### src/hw/cscirq_defines.svh
/*
 * constants for the card status-change interrupt block: register indexes,
 * field positions, reset values and routing codes.
 * assumes it is included by bare name from hw/ design files.
 */
// Operation
// - a disabled source's flag always reads 0
// - an enabled source sets its flag when active and raises interrupt
// - flags clear either on register read or by writing 1
// - global control bit 2 selects clear-on-read versus write-one-to-clear
// - flag register bits 7 to 4 always read zero
// - bit 3 sets on any change of either card-detect input
// - memory card: bit 2 sets on READY low-to-high transition
// - I/O card forces bits 2 and 1 to read 0
// - memory card: bit 1 sets on battery-low warning
// - memory card: bit 0 follows status-change signal, 1 while asserted; the code sets it on the assertion edge and holds it until cleared
// - ring-indicate mode: bit 0 shows ring-indicate input; the code sets it on the assertion edge and holds it until cleared
// - flag register at index 04h (A), 44h (B), window offset 804h
// - selector bits 7-4 route: 0001 IRQ1, 0010 SYSTEM_MGMT_IRQ, 0011-1111 IRQ3-15
// - selector 0000 with diagnostic bit 5 set routes to host bus
// - selector 0000, diagnostic bit clear: no ISA routing; route bit still works
// - config bit 3 enables card-detect change interrupt, reset 0
// - config bit 2 enables READY rise interrupt
// - config bit 1 enables battery warning interrupt, default 0
// - config bit 0 enables battery-dead or status-change interrupt
// - general control bit 4 sends interrupt to host bus interrupts
// - card-type bit 0 memory card, 1 I/O card
// - battery-voltage input is ring-indicate only while bit 7 set
`ifndef CSCIRQ_DEFINES_SVH
`define CSCIRQ_DEFINES_SVH

// ------------------------------------------------------------
// register indexes
// ------------------------------------------------------------
`define CSC_IDX_GEN 8'h03
`define CSC_IDX_FLAGS 8'h04
`define CSC_IDX_CFG 8'h05
`define CSC_IDX_SOCK_B 8'h40
`define CSC_WIN_BASE 12'h0800
`define CSC_RESET_VAL 8'h00

// ------------------------------------------------------------
// field positions
// ------------------------------------------------------------
`define CSC_B_DETECT 3
`define CSC_B_READY 2
`define CSC_B_BATLOW 1
`define CSC_B_BATTERY_DEAD_FLAG 0
`define CSC_GEN_RING 7
`define CSC_GEN_IOCARD 5
`define CSC_GEN_ROUTE 4
`define CSC_GLB_CLRMODE 2
`define CSC_DIAG_CSC 5
`define CSC_SEL_HI 7
`define CSC_SEL_LO 4

// ------------------------------------------------------------
// routing codes
// ------------------------------------------------------------
`define CSC_SEL_NONE 4'h0
`define CSC_SEL_IRQ1 4'h1
`define CSC_SEL_SMI 4'h2

`endif

### src/hw/cscirq_pkg.sv
/*
 * types for the card status-change interrupt block.
 * assumes the defines header sits beside it.
 */
`default_nettype none
package cscirq_pkg;
	typedef logic [7:0] cscirq_byte_t;
	typedef logic [3:0] cscirq_flags_t;
endpackage
`default_nettype wire

### src/hw/cscirq_flag.sv
/*
 * one sticky status-change flag with set-over-clear priority.
 * assumes set, clear and enable are on clk.
 */
`default_nettype none
module cscirq_flag
	import cscirq_pkg::*;
(
	input wire logic clk,
	input wire logic rst,
	input wire logic en,
	input wire logic set,
	input wire logic clr,
	output logic flag
);
	// a set in the clearing cycle wins so no event is lost
	always_ff @(posedge clk)
	begin
		if (rst)
			flag <= 1'b0;
		else if (en && set)
			flag <= 1'b1;
		else if (clr || !en)
			flag <= 1'b0;
	end
endmodule
`default_nettype wire

### src/hw/cscirq_sync.sv
/*
 * two flip-flop synchroniser for one card pin.
 * assumes the pin is asynchronous to clk.
 */
`default_nettype none
module cscirq_sync
	import cscirq_pkg::*;
(
	input wire logic clk,
	input wire logic rst,
	input wire logic pin,
	output logic q
);
	logic meta;

	// meta feeds only q, nothing else looks at it
	always_ff @(posedge clk)
	begin
		if (rst)
		begin
			meta <= 1'b0;
			q <= 1'b0;
		end
		else
		begin
			meta <= pin;
			q <= meta;
		end
	end
endmodule
`default_nettype wire

### src/hw/cscirq_top.sv
/*
 * card status-change flags, enables and interrupt routing for two sockets'
 * index space; this instance serves one socket at index base sock_b.
 * assumes a simple synchronous index port: reg_rd/reg_wr one-cycle strobes
 * with reg_idx; read data registered one cycle later with reg_rvalid.
 * card pins are asynchronous and are synchronised here.
 */
`default_nettype none
`include "cscirq_defines.svh"
module cscirq_top
	import cscirq_pkg::*;
(
	input wire logic clk,
	input wire logic rst,
	input wire logic sock_b,
	input wire logic reg_rd,
	input wire logic reg_wr,
	input wire logic reg_win,
	input wire logic [11:0] reg_idx,
	input wire logic [7:0] reg_wdata,
	output logic [7:0] reg_rdata,
	output logic reg_rvalid,
	input wire logic flag_clr_mode,
	input wire logic diag_csc_route,
	input wire logic card_present_n_a,
	input wire logic card_present_n_b,
	input wire logic card_ready_in,
	input wire logic battery_warn_in,
	input wire logic battery_voltage_in,
	input wire logic card_state_changed_n,
	output logic [15:0] isa_irq,
	output logic system_mgmt_irq,
	output logic event_to_host_bus_irq
);
	// ------------------------------------------------------------
	// registers
	// ------------------------------------------------------------
	cscirq_byte_t gen_ctrl;
	cscirq_byte_t irq_cfg;
	cscirq_flags_t flags;
	cscirq_flags_t flag_set;
	cscirq_flags_t flag_en;
	logic clr_mode_q;
	logic diag_q;
	logic cd_a;
	logic cd_b;
	logic rdy;
	logic batw;
	logic bvd;
	logic card_state_changed_n_n;
	logic cd_a_d;
	logic cd_b_d;
	logic rdy_d;
	logic batw_d;
	logic io_card;
	logic ring_mode;
	logic bit0_src;
	logic bit0_d;
	logic any_flag;
	logic [3:0] route_sel;
	logic [7:0] base;
	logic hit_gen;
	logic hit_flags;
	logic hit_cfg;
	logic rd_flags;
	logic [3:0] w1c;
	cscirq_byte_t next_rdata;
	cscirq_flags_t flag_view;

	// ------------------------------------------------------------
	// pin synchronisers
	// ------------------------------------------------------------
	cscirq_sync u_cda (.clk(clk), .rst(rst), .pin(card_present_n_a), .q(cd_a));
	cscirq_sync u_cdb (.clk(clk), .rst(rst), .pin(card_present_n_b), .q(cd_b));
	cscirq_sync u_rdy (.clk(clk), .rst(rst), .pin(card_ready_in), .q(rdy));
	cscirq_sync u_bw (.clk(clk), .rst(rst), .pin(battery_warn_in), .q(batw));
	cscirq_sync u_bvd (.clk(clk), .rst(rst), .pin(battery_voltage_in), .q(bvd));
	cscirq_sync u_sc (.clk(clk), .rst(rst), .pin(card_state_changed_n), .q(card_state_changed_n_n));

	// mode inputs are treated as asynchronous straps as well
	cscirq_sync u_clm (.clk(clk), .rst(rst), .pin(flag_clr_mode), .q(clr_mode_q));
	cscirq_sync u_dg (.clk(clk), .rst(rst), .pin(diag_csc_route), .q(diag_q));

	// ------------------------------------------------------------
	// address decode
	// ------------------------------------------------------------
	assign base = sock_b ? `CSC_IDX_SOCK_B : `CSC_RESET_VAL;
	// window accesses use base plus index, socket spacing handled outside
	always_comb
	begin
		if (reg_win)
		begin
			hit_gen = (reg_idx == (`CSC_WIN_BASE | 12'(`CSC_IDX_GEN)));
			hit_flags = (reg_idx == (`CSC_WIN_BASE | 12'(`CSC_IDX_FLAGS)));
			hit_cfg = (reg_idx == (`CSC_WIN_BASE | 12'(`CSC_IDX_CFG)));
		end
		else
		begin
			hit_gen = (reg_idx == {4'h0, base | `CSC_IDX_GEN});
			hit_flags = (reg_idx == {4'h0, base | `CSC_IDX_FLAGS});
			hit_cfg = (reg_idx == {4'h0, base | `CSC_IDX_CFG});
		end
	end

	assign rd_flags = reg_rd && hit_flags;

	// ------------------------------------------------------------
	// control registers
	// ------------------------------------------------------------
	always_ff @(posedge clk)
	begin
		if (rst)
			gen_ctrl <= `CSC_RESET_VAL;
		else if (reg_wr && hit_gen)
			gen_ctrl <= reg_wdata;
	end

	always_ff @(posedge clk)
	begin
		if (rst)
			irq_cfg <= `CSC_RESET_VAL;
		else if (reg_wr && hit_cfg)
			irq_cfg <= reg_wdata;
	end

	assign io_card = gen_ctrl[`CSC_GEN_IOCARD];
	assign ring_mode = gen_ctrl[`CSC_GEN_RING];
	assign route_sel = irq_cfg[`CSC_SEL_HI:`CSC_SEL_LO];

	// ------------------------------------------------------------
	// event detection
	// ------------------------------------------------------------
	always_ff @(posedge clk)
	begin
		if (rst)
		begin
			cd_a_d <= 1'b0;
			cd_b_d <= 1'b0;
			rdy_d <= 1'b0;
			batw_d <= 1'b0;
			// bit 0 pins idle high but sync low after reset; start high so release is no edge
			bit0_d <= 1'b1;
		end
		else
		begin
			cd_a_d <= cd_a;
			cd_b_d <= cd_b;
			rdy_d <= rdy;
			batw_d <= batw;
			bit0_d <= bit0_src;
		end
	end

	// ring input shares the battery-voltage pin
	assign bit0_src = ring_mode ? !bvd : !card_state_changed_n_n;

	always_comb
	begin
		flag_set = '0;
		flag_set[`CSC_B_DETECT] = (cd_a ^ cd_a_d) | (cd_b ^ cd_b_d);
		flag_set[`CSC_B_READY] = !io_card && rdy && !rdy_d;
		flag_set[`CSC_B_BATLOW] = !io_card && batw && !batw_d;
		flag_set[`CSC_B_BATTERY_DEAD_FLAG] = bit0_src && !bit0_d;
	end

	always_comb
	begin
		flag_en = irq_cfg[3:0];
		if (io_card)
		begin
			flag_en[`CSC_B_READY] = 1'b0;
			flag_en[`CSC_B_BATLOW] = 1'b0;
		end
	end

	// ------------------------------------------------------------
	// flag clearing
	// ------------------------------------------------------------
	// mode 1 is write-one-to-clear, mode 0 clear-on-read
	always_comb
	begin
		w1c = '0;
		if (clr_mode_q)
		begin
			if (reg_wr && hit_flags)
				w1c = reg_wdata[3:0];
		end
		else if (rd_flags)
			w1c = 4'hf;
	end

	genvar g;
	generate
		for (g = 0; g < 4; g++)
		begin : gen_flag
			cscirq_flag u_flag (
				.clk(clk),
				.rst(rst),
				.en(flag_en[g]),
				.set(flag_set[g]),
				.clr(w1c[g]),
				.flag(flags[g])
			);
		end
	endgenerate

	assign flag_view = flags & flag_en;

	// ------------------------------------------------------------
	// register read
	// ------------------------------------------------------------
	always_comb
	begin
		next_rdata = `CSC_RESET_VAL;
		if (hit_gen)
			next_rdata = gen_ctrl;
		else if (hit_flags)
			next_rdata = {4'h0, flag_view};
		else if (hit_cfg)
			next_rdata = irq_cfg;
	end

	always_ff @(posedge clk)
	begin
		if (rst)
		begin
			reg_rdata <= `CSC_RESET_VAL;
			reg_rvalid <= 1'b0;
		end
		else
		begin
			reg_rdata <= reg_rd ? next_rdata : `CSC_RESET_VAL;
			reg_rvalid <= reg_rd;
		end
	end

	// ------------------------------------------------------------
	// interrupt routing
	// ------------------------------------------------------------
	// level output: holds while any enabled flag is set
	assign any_flag = |flag_view;

	always_ff @(posedge clk)
	begin
		if (rst)
		begin
			isa_irq <= 16'h0000;
			system_mgmt_irq <= 1'b0;
			event_to_host_bus_irq <= 1'b0;
		end
		else
		begin
			isa_irq <= 16'h0000;
			system_mgmt_irq <= 1'b0;
			if (gen_ctrl[`CSC_GEN_ROUTE] ||
				(route_sel == `CSC_SEL_NONE && diag_q))
				event_to_host_bus_irq <= any_flag;
			else
			begin
				event_to_host_bus_irq <= 1'b0;
				if (route_sel == `CSC_SEL_SMI)
					system_mgmt_irq <= any_flag;
				else if (route_sel != `CSC_SEL_NONE)
					isa_irq[route_sel] <= any_flag;
			end
		end
	end

	// ------------------------------------------------------------
	// checks
	// ------------------------------------------------------------
	reserved_zero_a: assert property (@(posedge clk) disable iff (rst)
		reg_rvalid |-> reg_rdata[7:4] == 4'h0 || !$past(hit_flags))
		else $error("flag register upper bits not zero");
	disabled_zero_a: assert property (@(posedge clk) disable iff (rst)
		(flags & ~flag_en) == 4'h0 || $past(flag_en) != flag_en)
		else $error("disabled flag held");
	detect_sets_a: assert property (@(posedge clk) disable iff (rst)
		flag_en[`CSC_B_DETECT] && (cd_a != cd_a_d) ##1 flag_en[`CSC_B_DETECT]
		|-> flags[`CSC_B_DETECT])
		else $error("detect change lost");
	io_masks_a: assert property (@(posedge clk) disable iff (rst)
		io_card |-> flag_view[2:1] == 2'b00)
		else $error("io card shows memory flags");
	read_clears_a: assert property (@(posedge clk) disable iff (rst)
		rd_flags && !clr_mode_q && flag_set == 4'h0 |=> flags == 4'h0)
		else $error("read did not clear");
	w1c_clears_a: assert property (@(posedge clk) disable iff (rst)
		reg_wr && hit_flags && clr_mode_q && reg_wdata[0] && !flag_set[0]
		|=> !flags[0])
		else $error("write one did not clear");
	irq_level_a: assert property (@(posedge clk) disable iff (rst)
		any_flag && route_sel == `CSC_SEL_SMI && !gen_ctrl[`CSC_GEN_ROUTE]
		##1 $stable(irq_cfg) && $stable(gen_ctrl) |-> system_mgmt_irq)
		else $error("smi not held");
	host_route_a: assert property (@(posedge clk) disable iff (rst)
		gen_ctrl[`CSC_GEN_ROUTE] |=> !system_mgmt_irq && isa_irq == 16'h0000)
		else $error("host route leaked to isa");
	ready_rise_a: assert property (@(posedge clk) disable iff (rst)
		flag_en[`CSC_B_READY] && rdy && !rdy_d ##1 flag_en[`CSC_B_READY]
		|-> flags[`CSC_B_READY])
		else $error("ready rise lost");
	battery_low_a: assert property (@(posedge clk) disable iff (rst)
		flag_en[`CSC_B_BATLOW] && batw && !batw_d |=> flags[`CSC_B_BATLOW])
		else $error("battery warning lost");
	dead_sets_a: assert property (@(posedge clk) disable iff (rst)
		flag_en[`CSC_B_BATTERY_DEAD_FLAG] && bit0_src && !bit0_d |=> flags[`CSC_B_BATTERY_DEAD_FLAG])
		else $error("status change lost");
	read_keeps_a: assert property (@(posedge clk) disable iff (rst)
		rd_flags && clr_mode_q && !reg_wr && flag_en[0] && flags[0] |=> flags[0])
		else $error("read cleared in write-one mode");
	isa_route_a: assert property (@(posedge clk) disable iff (rst)
		any_flag && !gen_ctrl[`CSC_GEN_ROUTE] && route_sel > `CSC_SEL_SMI
		|=> $onehot(isa_irq) && isa_irq[$past(route_sel)])
		else $error("isa line not selected");
	diag_route_a: assert property (@(posedge clk) disable iff (rst)
		any_flag && route_sel == `CSC_SEL_NONE && diag_q |=> event_to_host_bus_irq)
		else $error("diagnostic route missing");
	no_route_a: assert property (@(posedge clk) disable iff (rst)
		route_sel == `CSC_SEL_NONE && !diag_q && !gen_ctrl[`CSC_GEN_ROUTE]
		|=> !event_to_host_bus_irq && !system_mgmt_irq && isa_irq == 16'h0000)
		else $error("interrupt routed with no route");
	host_raise_a: assert property (@(posedge clk) disable iff (rst)
		any_flag && gen_ctrl[`CSC_GEN_ROUTE] |=> event_to_host_bus_irq)
		else $error("host bus interrupt missing");

	cov_smi_c: cover property (@(posedge clk) system_mgmt_irq);
	cov_host_c: cover property (@(posedge clk) event_to_host_bus_irq);
	cov_isa_c: cover property (@(posedge clk) isa_irq[15]);
	cov_w1c_c: cover property (@(posedge clk) |w1c && clr_mode_q);
endmodule
`default_nettype wire

### config.mk
export PLATFORM = sky130hd
export DESIGN_NAME = cscirq_top
export DESIGN_NICKNAME = d
export VERILOG_FILES = /design/src/hw/cscirq_pkg.sv /design/src/hw/cscirq_flag.sv /design/src/hw/cscirq_sync.sv /design/src/hw/cscirq_top.sv
export VERILOG_INCLUDE_DIRS = /design/src /design/src/hw
export SDC_FILE = /design/constraint.sdc
export NUM_CORES = 1
export LEC_CHECK = 0
export BUFFER_PORTS_ARGS = -buffer_cell sky130_fd_sc_hd__buf_2
export CAP_MARGIN = 40
export CORE_MARGIN = 8
export CORE_UTILIZATION = 30
export DETAILED_ROUTE_END_ITERATION = 7
export GPL_TIMING_DRIVEN = 0
export PLACE_DENSITY = 0.49
export REMOVE_ABC_BUFFERS = 1
export SLEW_MARGIN = 40
export SYNTH_ARGS = -nofsm -noshare
export SYNTH_HDL_FRONTEND = slang
export SYNTH_SLANG_ARGS = --single-unit
### constraint.sdc
create_clock -name clk -period 3.1 [get_ports clk]
set_input_delay 0.155 -clock clk [delete_from_list [all_inputs] [get_ports clk]]
set_output_delay 0.155 -clock clk [all_outputs]
set_load 0.02 [all_outputs]
==> results of run 1 <==
==> worst max path at each step <==
stage,from,to,cells past startpoint
4_1_cts,reg_idx[2],irq_cfg[3],5
3_3_place_gp,reg_idx[2],irq_cfg[3],5
6_report,reg_idx[2],irq_cfg[0],5
3_5_place_dp,reg_idx[2],irq_cfg[3],5
5_1_grt,reg_idx[2],irq_cfg[0],5
2_1_floorplan,sock_b,reg_rdata[0],4
==> stage by stage <==
step           util [%]  power, mW  worst slack [ps]  instance area (µm²)
2_1_floorplan         -     0.9513              1690                 2394
6_report          37.84      1.855              1711                 3078
3_3_place_gp      34.73      1.000              1075                 2825
5_1_grt           37.84      1.929              1584                 3078
3_5_place_dp      34.84      1.004              1078                 2834
4_1_cts           37.76      1.876              1446                 3072
==> sequential cells by signal, indices dropped and copies added, names as in the netlist, 4 cells and up <==
signal,cells
isa_irq,16
reg_rdata,8
gen_ctrl,8
irq_cfg,8
gen_flag.u_flag.flag,4
==> cell usage after synthesis (3+ instances only) <==
cell type	number	share of area, %
nand3b_1	3	0.90
clkbuf_1	9	1.4
a31oi_1	6	1.5
a21oi_1	21	4.2
nand2_1	6	0.90
o31ai_1	13	3.9
buf_4	3	0.90
buf_2	3	0.60
a22oi_1	5	1.5
mux2i_1	3	1.2
dfxtp_1	68	55
nor3_1	4	0.80
nor2b_1	26	6.5
nand3_1	7	1.4
buf_6	3	1.4
nand4_1	16	4.0
nand2b_1	4	1.0
nor2_1	23	3.5
o211ai_1	4	1.2
==> worst reg2reg max path, stage by stage, from the launching register on <==
cell and delay [ps]:
dfxtp_1 350, nand3b_1 190, nand3_1 200, nand4b_1 240, nor3_1 190
==> power groups by stage <==
stage	registers, mW	logic, mW	clock network, mW
6_report	0.890	0.0943	0.871
5_1_grt	0.891	0.104	0.934
4_1_cts	0.890	0.0932	0.893
3_5_place_dp	0.910	0.0931	0
3_3_place_gp	0.910	0.0901	0
2_1_floorplan	0.912	0.0389	0
==> layout make-up <==
cell class	instances	area, µm²
fill	869	5056
sequential	68	1361
multi-input combinational	165	1044
timing repair buffer	60	300.3
tap	105	131.4
clock buffer	9	123.9
clock inverter	6	113.9
inverter	1	3.754
==> metal layers <==
metal  part of all wire [%]  wire [µm]
met4                    1.7        106
met1                     44       2676
met3                    7.7        469
met2                     47       2835
met5                      0          0
==> cell families after synthesis <==
family / count (synthesis) / share of synthesized area (%)
simple gates: 99 / 22.27
flops: 68 / 54.56
compound gates: 58 / 16.40
buf+inv: 19 / 4.363
xor+xnor: 3 / 1.053
mux: 3 / 1.204
other cells: 1 / 0.1503
==> impl_metrics.tcl, run 1 <==
set metrics [dict create \
    synthArstFlopShare_pct 0 \
    wire_per_inst_um 14.70 \
    tightest_slew_ps 734.4 \
    gp_congestion 0.7395 \
    r2r_start "gen_ctrl[5]" \
    row_count 33 \
    vias 1974 \
    intPower_mw 1.451 \
    crit_family "simple AND/OR/NAND/NOR gates" \
    die_area_um2 11490 \
    clock_path_buffers 2 \
    syn_avg_cell_area_um2 9.940 \
    critPathMaxStageDelay_ps 450 \
    track_usage_pct 10.83 \
    cts_root_buf "clkbuf_8" \
    min_path_cells 2 \
    crit_path_start_kind "input pin" \
    antenna_found_initial 0 \
    final_cell_mix "dfxtp_1, buf_2, nor2b_1, nor2_1, a21oi_1" \
    viasPerCell 4.768 \
    ys_seq_area_share_pct 54.56 \
    fin_crit_sh_pct 44.82 \
    crit_buf_inv 1 \
    p_sw_share_pct 21.75 \
    crit_fanout 11 \
    numCtsBuffers 9 \
    fp.dieW_um 107.2 \
    critPathRequiredTime_ps 3370 \
    r2r_end "system_mgmt_irq" \
    clk_latency_ps 340 \
    worstHoldEndpoint "u_clm.meta" \
    dpl.cell_count 399 \
    grt_overflow 0 \
    dp_hpwl_um 4190 \
    grt_max_degree 40 \
    final.setup_skew_ps 11.07 \
    reg2reg_slack_ps 1850 \
    combPwrFrac_pct 5.1 \
    slowest_stage "nor2b_2" \
    ant_nets 0 \
    io-pin-count 61 \
    die_h_um 107.2 \
    cts_resized 0 \
    crit_chain "buf_2 > nor2b_2 > nand3_1 > nor3_2 > mux2i_1" \
    leakage_nw 1.152 \
    drive_gt1_share_pct 28.16 \
    p_seq_share_pct 48.0 \
    finalHoldViolations 0 \
    mostFrequentLayoutCell "dfxtp_1" \
    post_cts_buffers 0 \
    grt_pass1_wl_um 9756 \
    grt_pass1_vias 1998 \
    synth_ff_type "dfxtp_1" \
    arrival_ps 1660 \
    grt_setup_unrepaired "false" \
    routed_wl_um 6087 \
    synth_cell_types 35 \
    setup_tns_ps 0 \
    postSynthCellCount 251 \
    slew_headroom_pct 51.04 \
    io_buffers 60 \
    finalSetupViolCount 0 \
    coreArea_um2 8134 \
    power.switching_uw 403.5 \
    cts_hold_buf 0 \
    p_per_area_nw_per_um2 602.6 \
    ys_ff_latch 68 \
    period_needed_ps 1389 \
    cts_tree "built" \
    outcome "completed" \
    drt_iter0_markers 151 \
    grt_util_met3_pct 4.259 \
    hp-class "input pin to register" \
    yosys_warnings 0 \
    syn2layout_area_growth_pct 23.37 \
    drc 0 \
    final_cells 414 \
    fmaxAchievable_mhz 719.8 \
    clkSlewWorstSetupHoldPaths_ps 80 \
    initial_utilization_pct 30.67 \
    antenna_cells 0 \
    min_from "flag_clr_mode" \
    met2_usage_pct 16.68 \
    worstRegToRegCells 4 \
    whs_ps 21.03 \
    worstSetupPathType "input pin to register" \
    nNetsFinal 339 \
    first_pass_iters 4 \
    vdd_drop_max_uv 331.0 \
    use_met1_pct 12.77 \
    drv_cap 0 \
    syn_area_um2 2495 \
    cts.sinks 68 \
    synth-edff-count 0 \
    busiest_layer "met2" \
    clockPowerShare_pct 46.9 \
    htree_num_levels 3 \
    end_kind "register" \
    slew_violations 0 \
]
Note: power is estimated with default switching activity, not from simulation.
==> run 2, diff against run 1 <==
==> constraint.sdc (replaced) <==
create_clock -name clk -period 1.45 [get_ports clk]
set_input_delay 0.0725 -clock clk [delete_from_list [all_inputs] [get_ports clk]]
set_output_delay 0.0725 -clock clk [all_outputs]
set_load 0.02 [all_outputs]
==> impl_metrics.tcl, run 2 (same netlist as run 1, synthesis figures left out) <==
set metrics [dict create \
    track_usage_pct 10.99 \
    drt_iter0_markers 162 \
    coreArea_um2 8134 \
    vdd_drop_max_uv 716.7 \
    grt_setup_unrepaired "false" \
    fp.dieW_um 107.2 \
    io_buffers 60 \
    mostFrequentLayoutCell "dfxtp_1" \
    htree_num_levels 3 \
    min_from "reg_wdata[6]" \
    fmaxAchievable_mhz 781.6 \
    die_h_um 107.2 \
    dp_hpwl_um 4190 \
    routed_wl_um 6165 \
    clkSlewWorstSetupHoldPaths_ps 80 \
    critPathRequiredTime_ps 1720 \
    layout_setup_ws_ps 170.6 \
    crit_chain "buf_2 > nor2b_2 > nand3_1 > nor3_2 > mux2i_1" \
    slowest_stage "nor2b_2" \
    final_cells 426 \
    end_kind "register" \
    regMostFlops "isa_irq" \
    multi_input_area_um2 1044 \
    cts_root_buf "clkbuf_8" \
    clk_latency_ps 330 \
    r2r_start "gen_ctrl[5]" \
    first_pass_iters 4 \
    worstSetupPathType "input pin to register" \
    viasPerCell 4.826 \
    antenna_found_initial 0 \
    post_cts_buffers 0 \
    finalHoldViolations 0 \
    period_needed_ps 1279 \
    row_count 33 \
    finalSetupViolCount 0 \
    crit_family "simple AND/OR/NAND/NOR gates" \
    wire_per_inst_um 14.47 \
    dpl.cell_count 399 \
    hp-class "input pin to register" \
    critPathMaxStageDelay_ps 430 \
    numCtsBuffers 9 \
    cts.sinks 68 \
    drc 0 \
    grt_pass1_vias 2040 \
    cts_tree "built" \
    cp-startpoint "reg_idx[2]" \
    whs_ps 19.49 \
    outcome "completed" \
    crit_buf_inv 1 \
    syn2layout_area_growth_pct 28.18 \
    grt_overflow 0 \
    slew_headroom_pct 51.75 \
    slew_violations 0 \
    p_per_area_nw_per_um2 1247 \
    tightest_slew_ps 723.7 \
    largest_reg_flops 16 \
    antenna_cells 0 \
    io-pin-count 61 \
    grt_pass1_wl_um 9929 \
    fill_cells 855 \
    dp_slack_ps -489.3 \
    ant_nets 0 \
    reg2reg_slack_ps 190 \
    drive_gt1_share_pct 27.10 \
    vias 2056 \
    die_area_um2 11490 \
    crit_path_start_kind "input pin" \
    clock_path_buffers 2 \
    grt_max_degree 40 \
    initial_utilization_pct 30.67 \
    arrival_ps 1550 \
    gp_congestion 0.7395 \
    final_cell_mix "dfxtp_1, buf_2, nor2b_1, nor2_1, a21oi_1" \
    final.setup_skew_ps 10.85 \
    crit_fanout 11 \
    setup_tns_ps 0 \
    drv_cap 0 \
    nNetsFinal 351 \
    fin_crit_sh_pct 88.23 \
    ff_latch_area_um2 1361 \
    leakage_nw 1.202 \
]
## run 2: cell count changes in the layout (fill, tap and decap cells not counted)
cell           change
dlygate4sd3_1     +12
## run 2: worst paths after layout
kind                                   endpoint  depth (start not counted)
worst max register to register  system_mgmt_irq                          4
worst min-delay path                gen_ctrl[6]                          3
worst max-delay path                 irq_cfg[0]                          5
worst min register to register          u_rdy.q                          1
## run 2: routing by layer
layer,up-vias,global-route usage [%],share of wire (%)
li1,1033,-,-
met1,943,12.77,41
met2,68,17.08,48
met3,12,4.499,9.7
met4,0,5.528,1.7
met5,-,0,0
## run 2: worst min-delay path: stages
cell and delay, ps:
buf_2 110, nand4_1 60, a21oi_1 60
## run 2: power by group
part	switching, mW	leakage [nW]	internal [mW]
combinational	0.133	0.538	0.0936
sequential	0.00764	0.553	1.89
clock	0.725	0.112	1.14
total	0.865	1.20	3.12
## run 2: layout make-up
cell class | count | share of cell area (%)
Sequential cell | 68 | 42.57
Timing Repair Buffer | 72 | 13.15
Multi-Input combinational cell | 165 | 32.63
Clock buffer | 9 | 3.873
Clock inverter | 6 | 3.560
Tap cell | 105 | 4.108
Inverter | 1 | 0.1174
## run 2: stage by stage
stage               util [%]  total power [mW]  area (µm²)
floorplan                  -             2.034        2394
global placement       34.73             2.138        2825
detailed placement     34.84             2.146        2834
CTS                    39.30             4.036        3197
global route           39.32             4.150        3198
finish                 39.32             3.989        3198
## run 2: repair_timing
| action | 4_1_cts | 5_1_grt |
|---|---|---|
| hold buffers | 12 | 0 |
| hold endpoints to repair | 12 | 0 |
| resized for setup | 2 | 0 |
| setup endpoints to repair | 16 | 0 |
